--- src/verilog/edd_consts.svh ---
// Purpose: offsets, field positions and register indices for the descriptor DMA
// Assumes: included by bare name ahead of the engine and top modules
// Notes:   definitions only
`ifndef EDD_CONSTS_SVH
`define EDD_CONSTS_SVH

// =====================================================================
// descriptor word offsets (bytes)
`define EDD_OFS_CTRL        32'h0000_0000
`define EDD_OFS_BUF         32'h0000_0004
`define EDD_OFS_STAT_HI     32'h0000_0008
`define EDD_OFS_STAT_LO     32'h0000_000C
`define EDD_OFS_LINK        32'h0000_0010
`define EDD_SIZE_NOLINK     32'h0000_0010
`define EDD_SIZE_LINK       32'h0000_0014
// =====================================================================
// word zero field positions
`define EDD_BIT_FIRST       31
`define EDD_BIT_LAST        30
`define EDD_CNT_HI          26
`define EDD_CNT_LO          16
`define EDD_BIT_LINKV       8
`define EDD_BIT_OWN         7
// =====================================================================
// register indices (adr bits 5:2) on the wishbone slave
`define EDD_REG_CTRL        4'h0
`define EDD_REG_TX_START    4'h1
`define EDD_REG_RX_START    4'h2
`define EDD_REG_STATUS      4'h3
`define EDD_REG_TX_CUR      4'h4
`define EDD_REG_RX_CUR      4'h5
`define EDD_REG_TX_PKTS     4'h6
`define EDD_REG_RX_PKTS     4'h7

`endif

--- src/verilog/edd_pkg.sv ---
// Purpose: shared types of the descriptor DMA
// Assumes: nothing
// Notes:   constants live in edd_consts.svh
package edd_pkg;
  // =====================================================================
  // engine walk states
  typedef enum logic [3:0] {
    EDD_IDLE,
    EDD_RD_CTRL,
    EDD_RD_BUF,
    EDD_RD_LINK,
    EDD_MOVE,
    EDD_WR_STAT_HI,
    EDD_WR_STAT_LO,
    EDD_WR_CTRL,
    EDD_WAIT_STAT
  } edd_state_t;
endpackage

--- src/verilog/edd_dma.sv ---
// Purpose: descriptor-driven transmit and receive DMA for a 10/100 MAC
// Assumes: classic wishbone masters/slave, one clock, memory answers with ack
// Notes:   one engine module instanced twice, each its own bus master
`timescale 1ns/10ps
`include "edd_consts.svh"

// =====================================================================
// one descriptor engine; IS_RX selects the direction of data movement
module edd_engine
  import edd_pkg::*;
#(
  parameter bit IS_RX = 1'b0
) (
  input  wire logic        ref_clk,     // system clock
  input  wire logic        rst,         // sync reset, high
  input  wire logic        enable,      // engine run
  input  wire logic        start_load,  // pulse: load table start
  input  wire logic [31:0] start_addr,  // table start address
  output logic             m_cyc,       // wishbone master cycle
  output logic             m_stb,       // wishbone master strobe
  output logic             m_we,        // write enable
  output logic [31:0]      m_adr,       // byte address
  output logic [31:0]      m_dat_o,     // write data
  output logic [3:0]       m_sel,       // byte lanes
  input  wire logic [31:0] m_dat_i,     // read data
  input  wire logic        m_ack,       // transfer ack
  output logic             s_valid,     // stream word valid (tx out / rx in ready)
  output logic [31:0]      s_data,      // tx word to mac
  output logic             s_first,     // tx: word starts packet
  output logic             s_last,      // tx: word ends packet
  input  wire logic        s_ready,     // tx: mac accepts / rx: mac has word
  input  wire logic [31:0] s_rdata,     // rx word from mac
  input  wire logic        s_rend,      // rx: word ends packet
  input  wire logic        st_valid,    // status vector ready for this descriptor
  input  wire logic [51:0] st_vec,      // tx status or rx {filter,csum,rsv}
  output logic             st_taken,    // pulse: status written
  output logic [31:0]      cur_desc,    // current descriptor address
  output logic             busy,        // engine walking
  output logic [15:0]      pkt_count    // descriptors completed
);
  edd_state_t  state;
  logic [31:0] ctrl_word;
  logic [31:0] buf_ptr;
  logic [31:0] link_ptr;
  logic [10:0] remain;
  logic [51:0] stat;

  function automatic logic [10:0] bytes_now(input logic [10:0] r);
    bytes_now = (r > 11'h004) ? 11'h004 : r;
  endfunction

  function automatic logic [3:0] lanes(input logic [10:0] r);
    unique case (bytes_now(r))
      11'h001: lanes = 4'h1;
      11'h002: lanes = 4'h3;
      11'h003: lanes = 4'h7;
      default: lanes = 4'hF;
    endcase
  endfunction

  wire logic mem_done = m_cyc && m_ack;
  wire logic own_hw   = m_dat_i[`EDD_BIT_OWN];

  // =====================================================================
  // walk state machine; each engine alone steps its own table
  always_ff @(posedge ref_clk) begin
    if (rst) begin
      state <= EDD_IDLE;
    end else begin
      unique case (state)
        EDD_IDLE:       if (enable) state <= EDD_RD_CTRL;
        EDD_RD_CTRL: begin
          // a software-owned word ends the walk; nothing else is looked at
          if (mem_done) state <= own_hw ? EDD_RD_BUF : EDD_IDLE;
        end
        EDD_RD_BUF: begin
          if (mem_done) state <= ctrl_word[`EDD_BIT_LINKV] ? EDD_RD_LINK : EDD_MOVE;
        end
        EDD_RD_LINK:    if (mem_done) state <= EDD_MOVE;
        EDD_MOVE: begin
          if (remain == 11'h000) state <= EDD_WAIT_STAT;
        end
        EDD_WAIT_STAT: begin
          // status only for the packet's last buffer; earlier ones go straight on
          if (!ctrl_word[`EDD_BIT_LAST] || st_valid) state <= EDD_WR_STAT_HI;
        end
        EDD_WR_STAT_HI: if (mem_done) state <= EDD_WR_STAT_LO;
        EDD_WR_STAT_LO: if (mem_done) state <= EDD_WR_CTRL;
        EDD_WR_CTRL:    if (mem_done) state <= enable ? EDD_RD_CTRL : EDD_IDLE;
      endcase
    end
  end

  // =====================================================================
  // descriptor fields captured from memory
  always_ff @(posedge ref_clk) begin
    if (rst) begin
      ctrl_word <= 32'h0000_0000;
      buf_ptr   <= 32'h0000_0000;
      link_ptr  <= 32'h0000_0000;
    end else if (mem_done && state == EDD_RD_CTRL) begin
      ctrl_word <= m_dat_i;
    end else if (mem_done && state == EDD_RD_BUF) begin
      buf_ptr <= m_dat_i;
    end else if (mem_done && state == EDD_RD_LINK) begin
      link_ptr <= m_dat_i;
    end else if (mem_done && state == EDD_MOVE) begin
      buf_ptr <= buf_ptr + 32'h0000_0004;
    end
  end

  // =====================================================================
  // byte count of the buffer; zero is never expected from software
  always_ff @(posedge ref_clk) begin
    if (rst) begin
      remain <= 11'h000;
    end else if (mem_done && state == EDD_RD_CTRL) begin
      remain <= m_dat_i[`EDD_CNT_HI:`EDD_CNT_LO];
    end else if (mem_done && state == EDD_MOVE) begin
      // rx end word closes the buffer only once stored, never while in flight
      remain <= (IS_RX && s_rend) ? 11'h000 : remain - bytes_now(remain);
    end
  end

  // =====================================================================
  // status vector latched from the mac; zero for non-final buffers
  always_ff @(posedge ref_clk) begin
    if (rst) begin
      stat <= 52'h0;
    end else if (state == EDD_RD_CTRL) begin
      stat <= 52'h0;
    end else if (state == EDD_WAIT_STAT && ctrl_word[`EDD_BIT_LAST] && st_valid) begin
      stat <= st_vec;
    end
  end

  // =====================================================================
  // descriptor pointer: link, fall-through, or start register
  always_ff @(posedge ref_clk) begin
    if (rst) begin
      cur_desc <= 32'h0000_0000;
    end else if (start_load && state == EDD_IDLE) begin
      cur_desc <= {start_addr[31:2], 2'b00};
    end else if (mem_done && state == EDD_WR_CTRL) begin
      cur_desc <= ctrl_word[`EDD_BIT_LINKV] ? link_ptr
                : cur_desc + (`EDD_SIZE_NOLINK);
    end
  end

  always_ff @(posedge ref_clk) begin
    if (rst) begin
      pkt_count <= 16'h0000;
    end else if (mem_done && state == EDD_WR_CTRL) begin
      pkt_count <= pkt_count + 16'h0001;
    end
  end

  // =====================================================================
  // master request; held until ack, then two idle cycles
  logic        req_want;
  logic        req_we;
  logic [31:0] req_adr;
  logic [31:0] req_dat;
  logic [3:0]  req_sel;
  logic        move_ok;

  // rx waits for a mac word; tx writes nothing and never waits on mac space
  assign move_ok = IS_RX ? s_ready : 1'b1;

  always_comb begin
    req_want = 1'b0;
    req_we   = 1'b0;
    req_adr  = cur_desc;
    req_dat  = 32'h0000_0000;
    req_sel  = 4'hF;
    unique case (state)
      EDD_RD_CTRL: req_want = 1'b1;
      EDD_RD_BUF: begin
        req_want = 1'b1;
        req_adr  = cur_desc + (`EDD_OFS_BUF);
      end
      EDD_RD_LINK: begin
        req_want = 1'b1;
        req_adr  = cur_desc + (`EDD_OFS_LINK);
      end
      EDD_MOVE: begin
        req_want = (remain != 11'h000) && move_ok;
        req_we   = IS_RX;
        req_adr  = buf_ptr;
        req_dat  = s_rdata;
        req_sel  = IS_RX ? lanes(remain) : 4'hF;
      end
      EDD_WR_STAT_HI: begin
        req_want = 1'b1;
        req_we   = 1'b1;
        req_adr  = cur_desc + (`EDD_OFS_STAT_HI);
        if (IS_RX) begin
          req_dat = stat[51:20];
        end else begin
          req_dat = {12'h000, stat[51:32]};
          req_sel = 4'h7; // software byte 31-24 untouched
        end
      end
      EDD_WR_STAT_LO: begin
        req_want = 1'b1;
        req_we   = 1'b1;
        req_adr  = cur_desc + (`EDD_OFS_STAT_LO);
        req_dat  = IS_RX ? {stat[19:0], 12'h000} : stat[31:0];
      end
      EDD_WR_CTRL: begin
        // ownership handed back only after both status words landed
        req_want = 1'b1;
        req_we   = 1'b1;
        req_dat  = {24'h000000, 1'b0, 7'h00};
        req_sel  = 4'h1; // only the byte holding the own bit
      end
      default: req_want = 1'b0;
    endcase
  end

  logic gap;
  always_ff @(posedge ref_clk) begin
    if (rst) begin
      m_cyc   <= 1'b0;
      m_we    <= 1'b0;
      m_adr   <= 32'h0000_0000;
      m_dat_o <= 32'h0000_0000;
      m_sel   <= 4'h0;
      gap     <= 1'b0;
    end else if (m_cyc) begin
      if (m_ack) begin
        m_cyc <= 1'b0;
        gap   <= 1'b1;
      end
    end else begin
      gap <= 1'b0;
      if (req_want && !gap) begin
        m_cyc   <= 1'b1;
        m_we    <= req_we;
        m_adr   <= req_adr;
        m_dat_o <= req_dat;
        m_sel   <= req_sel;
      end
    end
  end
  assign m_stb = m_cyc;

  // =====================================================================
  // tx stream: each fetched word goes to the mac the cycle after ack
  always_ff @(posedge ref_clk) begin
    if (rst) begin
      s_valid <= 1'b0;
      s_data  <= 32'h0000_0000;
      s_first <= 1'b0;
      s_last  <= 1'b0;
    end else if (!IS_RX && mem_done && state == EDD_MOVE) begin
      s_valid <= 1'b1;
      s_data  <= m_dat_i;
      s_first <= ctrl_word[`EDD_BIT_FIRST] && (remain == ctrl_word[`EDD_CNT_HI:`EDD_CNT_LO]);
      s_last  <= ctrl_word[`EDD_BIT_LAST] && (remain <= 11'h004);
    end else begin
      s_valid <= IS_RX ? (state == EDD_MOVE && mem_done) : 1'b0;
      s_first <= 1'b0;
      s_last  <= 1'b0;
    end
  end

  assign st_taken = mem_done && state == EDD_WR_STAT_LO;
  assign busy     = state != EDD_IDLE;
endmodule

// =====================================================================
// top: wishbone slave plus two engines
module edd_dma
  import edd_pkg::*;
(
  input  wire logic        ref_clk,     // 40 MHz system clock
  input  wire logic        rst,         // sync reset, high
  input  wire logic [31:0] wb_adr_i,    // slave byte address
  input  wire logic [31:0] wb_dat_i,    // slave write data
  output logic [31:0]      wb_dat_o,    // slave read data
  input  wire logic        wb_we_i,     // slave write
  input  wire logic [3:0]  wb_sel_i,    // slave byte lanes
  input  wire logic        wb_cyc_i,    // slave cycle
  input  wire logic        wb_stb_i,    // slave strobe
  output logic             wb_ack_o,    // slave ack
  output logic             tx_cyc,      // tx master cycle
  output logic             tx_stb,      // tx master strobe
  output logic             tx_we,       // tx master write
  output logic [31:0]      tx_adr,      // tx master address
  output logic [31:0]      tx_dat_o,    // tx master write data
  output logic [3:0]       tx_sel,      // tx master lanes
  input  wire logic [31:0] tx_dat_i,    // tx master read data
  input  wire logic        tx_ack,      // tx master ack
  output logic             rx_cyc,      // rx master cycle
  output logic             rx_stb,      // rx master strobe
  output logic             rx_we,       // rx master write
  output logic [31:0]      rx_adr,      // rx master address
  output logic [31:0]      rx_dat_o,    // rx master write data
  output logic [3:0]       rx_sel,      // rx master lanes
  input  wire logic [31:0] rx_dat_i,    // rx master read data
  input  wire logic        rx_ack,      // rx master ack
  output logic             mtx_valid,   // word to mac valid
  output logic [31:0]      mtx_data,    // word to mac
  output logic             mtx_first,   // packet_first_flag word
  output logic             mtx_last,    // packet_last_flag word
  input  wire logic        mtx_ready,   // mac can take a word
  input  wire logic        mtx_st_valid,// transmit_status_vector ready
  input  wire logic [51:0] mtx_st_vec,  // transmit_status_vector
  output logic             mtx_st_taken,// status consumed
  input  wire logic        mrx_valid,   // mac has rx word
  input  wire logic [31:0] mrx_data,    // rx word
  input  wire logic        mrx_end,     // rx word ends packet
  output logic             mrx_ack,     // rx word stored
  input  wire logic        mrx_st_valid,// rx status ready
  input  wire logic [51:0] mrx_st_vec,  // {receive_filter_status,payload_checksum,rsv}
  output logic             mrx_st_taken // status consumed
);
  logic        tx_en;
  logic        rx_en;
  logic [31:0] tx_start;
  logic [31:0] rx_start;
  logic        tx_load;
  logic        rx_load;
  logic        tx_busy;
  logic        rx_busy;
  logic [31:0] tx_cur;
  logic [31:0] rx_cur;
  logic [15:0] tx_pkts;
  logic [15:0] rx_pkts;

  wire logic       wb_hit = wb_cyc_i && wb_stb_i && !wb_ack_o;
  wire logic [3:0] wb_idx = wb_adr_i[5:2];

  // =====================================================================
  // slave: one wait state free ack, reads decode adr bits 5:2 only (unused indices read zero), unmapped writes dropped
  always_ff @(posedge ref_clk) begin
    if (rst) begin
      wb_ack_o <= 1'b0;
      wb_dat_o <= 32'h0000_0000;
    end else begin
      wb_ack_o <= wb_hit;
      unique case (wb_idx)
        `EDD_REG_CTRL:     wb_dat_o <= {30'h0, rx_en, tx_en};
        `EDD_REG_TX_START: wb_dat_o <= tx_start;
        `EDD_REG_RX_START: wb_dat_o <= rx_start;
        `EDD_REG_STATUS:   wb_dat_o <= {30'h0, rx_busy, tx_busy};
        `EDD_REG_TX_CUR:   wb_dat_o <= tx_cur;
        `EDD_REG_RX_CUR:   wb_dat_o <= rx_cur;
        `EDD_REG_TX_PKTS:  wb_dat_o <= {16'h0000, tx_pkts};
        `EDD_REG_RX_PKTS:  wb_dat_o <= {16'h0000, rx_pkts};
        default:           wb_dat_o <= 32'h0000_0000;
      endcase
    end
  end

  // software register writes; start address loads pointer when idle
  always_ff @(posedge ref_clk) begin
    if (rst) begin
      tx_en    <= 1'b0;
      rx_en    <= 1'b0;
      tx_start <= 32'h0000_0000;
      rx_start <= 32'h0000_0000;
    end else if (wb_hit && wb_we_i && wb_adr_i[31:6] == 26'h0) begin
      if (wb_idx == `EDD_REG_CTRL && wb_sel_i[0]) begin
        tx_en <= wb_dat_i[0];
        rx_en <= wb_dat_i[1];
      end
      if (wb_idx == `EDD_REG_TX_START && wb_sel_i == 4'hF) tx_start <= wb_dat_i;
      if (wb_idx == `EDD_REG_RX_START && wb_sel_i == 4'hF) rx_start <= wb_dat_i;
    end
  end

  assign tx_load = wb_hit && wb_we_i && wb_idx == `EDD_REG_TX_START && wb_adr_i[31:6] == 26'h0;
  assign rx_load = wb_hit && wb_we_i && wb_idx == `EDD_REG_RX_START && wb_adr_i[31:6] == 26'h0;

  // =====================================================================
  // two separate engines, two separate masters
  edd_engine #(.IS_RX(1'b0)) u_tx (
    .ref_clk(ref_clk), .rst(rst), .enable(tx_en), .start_load(tx_load),
    .start_addr(wb_dat_i), .m_cyc(tx_cyc), .m_stb(tx_stb), .m_we(tx_we),
    .m_adr(tx_adr), .m_dat_o(tx_dat_o), .m_sel(tx_sel), .m_dat_i(tx_dat_i),
    .m_ack(tx_ack), .s_valid(mtx_valid), .s_data(mtx_data), .s_first(mtx_first),
    .s_last(mtx_last), .s_ready(mtx_ready), .s_rdata(32'h0000_0000), .s_rend(1'b0),
    .st_valid(mtx_st_valid), .st_vec(mtx_st_vec), .st_taken(mtx_st_taken),
    .cur_desc(tx_cur), .busy(tx_busy), .pkt_count(tx_pkts)
  );

  edd_engine #(.IS_RX(1'b1)) u_rx (
    .ref_clk(ref_clk), .rst(rst), .enable(rx_en), .start_load(rx_load),
    .start_addr(wb_dat_i), .m_cyc(rx_cyc), .m_stb(rx_stb), .m_we(rx_we),
    .m_adr(rx_adr), .m_dat_o(rx_dat_o), .m_sel(rx_sel), .m_dat_i(rx_dat_i),
    .m_ack(rx_ack), .s_valid(mrx_ack), .s_data(), .s_first(), .s_last(),
    .s_ready(mrx_valid), .s_rdata(mrx_data), .s_rend(mrx_end),
    .st_valid(mrx_st_valid), .st_vec(mrx_st_vec), .st_taken(mrx_st_taken),
    .cur_desc(rx_cur), .busy(rx_busy), .pkt_count(rx_pkts)
  );
endmodule

--- config.mk ---
export PLATFORM = sky130hd
export DESIGN_NAME = edd_dma
export DESIGN_NICKNAME = d
export VERILOG_FILES = /design/src/verilog/edd_pkg.sv /design/src/verilog/edd_dma.sv
export VERILOG_INCLUDE_DIRS = /design/src /design/src/verilog
export SDC_FILE = /design/constraint.sdc
export NUM_CORES = 2
export LEC_CHECK = 0
export BUFFER_PORTS_ARGS = -buffer_cell sky130_fd_sc_hd__buf_2
export CAP_MARGIN = 25
export CORE_MARGIN = 5
export CORE_UTILIZATION = 50
export DETAILED_ROUTE_END_ITERATION = 10
export PLACE_DENSITY = 0.71
export SYNTH_ARGS = -nofsm -noshare
export SYNTH_HDL_FRONTEND = slang
export SYNTH_HIERARCHICAL = 1
export SYNTH_SLANG_ARGS = --single-unit
--- constraint.sdc ---
create_clock -name ref_clk -period 4.2 [get_ports ref_clk]
set_input_delay 0.21 -clock ref_clk [delete_from_list [all_inputs] [get_ports ref_clk]]
set_output_delay 0.21 -clock ref_clk [all_outputs]
set_load 0.01 [all_outputs]
== Word level (Yosys, flattened, before mapping) ==
Cells that the tools add are included.
Widths: inputs -> output; s select.

* Multipliers: 0
* Reduce and logical (&&, ||, !) cells: 81
* Shift operators: 0
* $lt $le $gt $ge: 3
* Equal/unequal tests: 48
* Add/subtract/negate cells: 14
* Bitwise gates (word level): 7
* Divide/modulo/power cells: 0
* Mux-type cells: 64

{| class="wikitable"
|+ Operators by type and width
! operator !! count
|-
| $mux 32 || 12
|-
| $pmux 32 s5 || 2
|-
| $pmux 32 s8 || 1
|-
| $add 32x3->32 const B || 4
|-
| $add 32x4->32 const B || 4
|-
| $pmux 32 s3 || 1
|-
| $mux 11 || 7
|-
| $mux 4 || 18
|-
| $pmux 4 s9 || 2
|-
| $add 32x5->32 const B || 2
|-
| $pmux 32 s2 || 1
|-
| $eq 4x3->1 const B || 12
|-
| $logic_and 1x1->1 || 36
|-
| $ne 2x1->1 const B || 18
|-
| $add 16x1->16 const B || 2
|-
| $logic_not 26->1 || 1
|-
| $eq 4x2->1 const B || 6
|-
| $eq 11x2->1 const B || 2
|-
| $gt 11x3->1 const B || 2
|-
| $logic_not 11->1 || 2
|-
| $reduce_bool 11->1 || 2
|-
| $sub 11x11->11 || 2
|-
| $reduce_and 9->1 || 2
|-
| $pmux 4 s2 || 2
|-
| other kinds (23) || 74
|}

* Bits in registers: 698
* Bits in read-only memories: 0
* Input port bits: 280
* Word-level logic and storage cells: 258
* Memory bits (writable): 0
* Bits in latches: 0
* Memories: 0

== Logic depth before layout (Yosys ltp) ==
* Word-level depth: 7
* Mapped depth: 13
* Depth with buffers taken out: 10

== Cells and area by module ==
The synthesis kept the hierarchy.

{| class="wikitable"
|+ By module, submodules not included
! module !! cells each !! area each (um^2) !! instances
|-
| edd_engine at u_tx || 1922 || 14899.3 || 1
|-
| edd_engine at u_rx || 1771 || 13414.1 || 1
|-
| edd_dma || 473 || 4670.7 || 1
|}

== Worst setup path after synthesis ==
No wires, ideal clock.

* Path kind: reg2reg
* Start point: reg u_tx.state[0]
* End point: reg u_tx.m_adr[23]
* Setup slack: 1.175 ns
* Buffers on the path: 3
* Stages on the path, launching flop included: 13
* Arrival time: 2.946 ns
* Data required time: 4.121 ns
* Setup time: 0.079 ns
* Clock period less this slack: 3.025 ns
* Path through: dfxtp_1 -> buf_6 -> buf_2 -> nand2b_1 -> nor2_1 -> clkbuf_1 -> ha_1 -> a21oi_1 -> nor4_4 -> a22o_4 -> a21oi_1 -> or4b_1 -> a211oi_2

* Longest elaborated chain between the ends: 5
* Elaborated cells on any way between the ends: 12
* Classes of those cells: eq/ne: 7; mux: 2; reduce/logical: 3

{| class="wikitable"
|+ Ends and longest elaborated chain
! element !! line !! text
|-
| start: declaration || edd_dma.sv:41 || <nowiki>edd_state_t state;</nowiki>
|-
| start signal: assignment || edd_dma.sv:74 || <nowiki>if (mem_done) state <= own_hw ? EDD_RD_BUF : EDD_IDLE;</nowiki>
|-
| start signal: assignment || edd_dma.sv:77 || <nowiki>if (mem_done) state <= ctrl_word[`EDD_BIT_LINKV] ? EDD_RD_LINK : EDD_MOVE;</nowiki>
|-
| start signal: assignment || edd_dma.sv:89 || <nowiki>EDD_WR_CTRL: if (mem_done) state <= enable ? EDD_RD_CTRL : EDD_IDLE;</nowiki>
|-
| $eq 4x3->1 (tied with other cells) || edd_dma.sv:176 || <nowiki>unique case (state)</nowiki>
|-
| $reduce_or 6->1 (no line) || -- ||
|-
| $pmux 1 s2 || edd_dma.sv:176 ||
|-
| $logic_and 1x1->1 || edd_dma.sv:237 || <nowiki>if (req_want && !gap) begin</nowiki>
|-
| $reduce_and 2->1 (no line) || -- ||
|-
| end signal: assignment || edd_dma.sv:240 || <nowiki>m_adr <= req_adr;</nowiki>
|-
| end: declaration || edd_dma.sv:22 || <nowiki>output logic [31:0] m_adr,</nowiki>
|}

Several ways; a longest one is shown, not always the timed one.
A chain may end at the register's enable or synchronous reset.

== Worst setup path after layout ==
* Start point: reg u_rx.state[1]
* End point: reg u_rx.m_adr[12]

* Longest elaborated chain between the ends: 5
* Elaborated cells on any way between the ends: 12
* Classes of those cells: eq/ne: 7; mux: 2; reduce/logical: 3

{| class="wikitable"
|+ Ends and longest elaborated chain
! element !! line
|-
| start: declaration || edd_dma.sv:41
|-
| start signal: assignment || edd_dma.sv:74
|-
| start signal: assignment || edd_dma.sv:77
|-
| start signal: assignment || edd_dma.sv:89
|-
| $eq 4x3->1 (tied with other cells) || edd_dma.sv:176
|-
| $reduce_or 6->1 (no line) || --
|-
| $pmux 1 s2 || edd_dma.sv:176
|-
| $logic_and 1x1->1 || edd_dma.sv:237
|-
| $reduce_and 2->1 (no line) || --
|-
| end signal: assignment || edd_dma.sv:240
|-
| end: declaration || edd_dma.sv:22
|}

Several ways; a longest one is shown, not always the timed one.

==> flow_metrics.py <==
metrics = {
    "status": {
        "outcome": "finished clean",
    },
    "floorplanning": {
        "dieArea_um2": 70700,
        "core-area_um2": 64700,
        "start_util_pct": 50.6,
        "io_pins": 493,
        "fp.dieW_um": 266,
        "rows": 93,
        "die_h_um": 266,
    },
    "clocking": {
        "clock-sinks": 650,
        "cts_made_buffers": 73,
        "cts_tree": "yes",
        "clk_pin_slew_ns": 0.06,
        "cts_resized": 0,
        "htreeDepth": 3,
        "cts_root_buf": "clkbuf_16",
        "insertion_delay_ns": 0.62,
        "clk_path_buf_depth": 3,
    },
    "placement": {
        "dpl.cell_count": 5252,
        "portBuffers": 489,
        "gp_congestion": 1.01,
        "dp_hpwl_um": 91500,
    },
    "timing": {
        "maxSlewHeadroom_pct": 27.1,
        "rsz0062_at_grt": "no",
        "setup_viol": 0,
        "worst_pin_slew_ns": 1.09,
        "max_freq_mhz": 300,
        "hold_viol": 0,
        "fin_crit_ns": 3.33,
        "slew_violations": 0,
        "final.period_utilization_pct": 79.3,
        "finalClockSkew_ns": 0.0341,
        "tns_ns": 0,
    },
    "grt": {
        "grt_overflow_total": 0,
        "first_global_vias": 31900,
        "grt_pass1_wl_um": 196000,
        "antenna_found_initial": 7,
        "grt_use_total_pct": 35.1,
        "grt_max_degree": 187,
    },
    "hold_path": {
        "min_path_type": "in2reg",
    },
    "routing": {
        "firstDrtPassIters": 9,
        "finalWirelength_um": 133000,
        "vias": 34900,
        "ant_nets": 0,
        "drc_errors": 0,
        "dr.first_iter.drc_count": 5376,
        "viasPerCell": 6.23,
        "wl_per_cell_um": 23.7,
    },
    "logic_synthesis": {
        "synthCells": 4132,
        "avgSynthCellArea_um2": 7.92,
        "ys_warn_count": 6,
        "syn_area_um2": 32700,
    },
    "critical_path": {
        "cp-end-kind": "register",
        "critPathRequiredTime_ns": 4.74,
        "path_cells": "nand2b_1 -> nor2_1 -> fa_1 -> inv_1 -> nor2_1 -> nor2_1 -> o311ai_0 -> nor2_1 -> nor3_1",
        "crit_arrival_ns": 3.87,
        "crit_path_frequent_cell": "nor2_1",
        "cp-start-kind": "register",
        "timing_worst_setup_path_type": "reg2reg",
        "slowest_stage": "o311ai_0",
        "slowest_delay_ns": 0.63,
        "worst-path-max-fanout": 23,
    },
    "cells_and_area": {
        "final_layout_size_suffix_gt1_share_pct": 16.8,
        "area_growth_pct": 23.2,
        "post-route-util_pct": 62.3,
        "fin_cells": 5607,
        "nets": 4982,
    },
    "pwr": {
        "vdd_drop_max_v": 0.000281,
        "leakage_nw": 14.8,
        "total_power_mw": 14.0,
        "power.density_nw_per_um2": 348,
    },
    "flow_run": {
        "maxCapViolCount": 0,
    },
}
==> layer usage <==
metal | wire length (um) | up-vias | GRT usage, %
li1 | - | 15800 | -
met3 | 15900 | 395 | 7.77
met1 | 51600 | 16400 | 47.6
met4 | 6840 | 2 | 15.7
met5 | 7 | - | 0
met2 | 58800 | 2308 | 53.9
==> cell type report <==
cell class,instances,area (um2)
Antenna cell,6,15.0
Clock inverter,31,332
Timing Repair Buffer,803,5400
Inverter,21,78.8
Tap cell,855,1070
Sequential cell,650,13000
Clock buffer,103,2120
Multi-Input combinational cell,3138,18300
Fill cell,5652,24400
==> timing repair <==
action / 4_1_cts / 5_1_grt
endpoints found under the hold margin: 375 / 0
setup buffers: 0 / 0
hold buffers: 215 / 0
==> worst max-delay path, delay by kind of cell, from the launching register on <==
kind | cells | cell delay [ns]
flops | 1 | 0.59
simple gates | 6 | 1.47
compound gates | 1 | 0.63
fa+ha+maj | 1 | 0.39
buf+inv | 1 | 0.16
==> metrics by stage <==
step | area [um2] | setup slack, ns | hold WS (ns)
3_5_place_dp | 35700 | 1.10 | 0.442
6_report | 40300 | 0.870 | 0.00939
5_1_grt | 40300 | 0.785 | 0.0105
2_1_floorplan | 32800 | 1.17 | 0.346
4_1_cts | 40300 | 1.05 | 0.00368
3_3_place_gp | 35600 | 1.15 | 0.436
==> flip-flops by register name, summed over array words and instances (netlist names), 32 cells and up, named ones only <==
register and flops:
u_rx/stat 52, u_tx/stat 52, rx_start 32, tx_start 32
u_rx/buf_ptr 32, u_rx/link_ptr 32, u_rx/m_adr 32, u_rx/m_dat_o 32
u_tx/buf_ptr 32, u_tx/link_ptr 32, u_tx/m_adr 32, u_tx/m_dat_o 32
u_tx/s_data 32, wb_dat_o 32
==> power breakdown <==
group | switching, mW | internal (mW)
Sequential | 0.0386 | 6.23
Combinational | 0.763 | 0.468
Clock | 2.73 | 3.81
Total | 3.54 | 10.5
==> layout by cell type, fill, tap and decap left out, drive strengths merged, types with 49 or more instances in the layout <==
cell / n
nand2: 725
dfxtp: 650
buf: 588
a21oi: 444
nor2: 359
dlygate4sd3: 215
mux2i: 145
nand3: 127
nand2b: 120
o21ai: 117
nor3: 112
a22oi: 110
clkbuf: 103
xor2: 76
a211oi: 76
xnor2: 72
nand4: 65
a221oi: 50
o22ai: 49
==> path summary, 6_finish.rpt <==
path,start,slack [ns],end,cells after the start
setup / recovery,u_rx/state[1],0.87,u_rx/m_adr[12],9
hold / removal,rst,0.009,u_tx/m_sel[0],2
setup reg to reg,u_rx/state[1],0.87,u_rx/m_adr[12],9
hold reg to reg,u_rx/m_adr[2],0.45,u_rx/m_adr[2],2
Power figures use the tool's default switching activity.
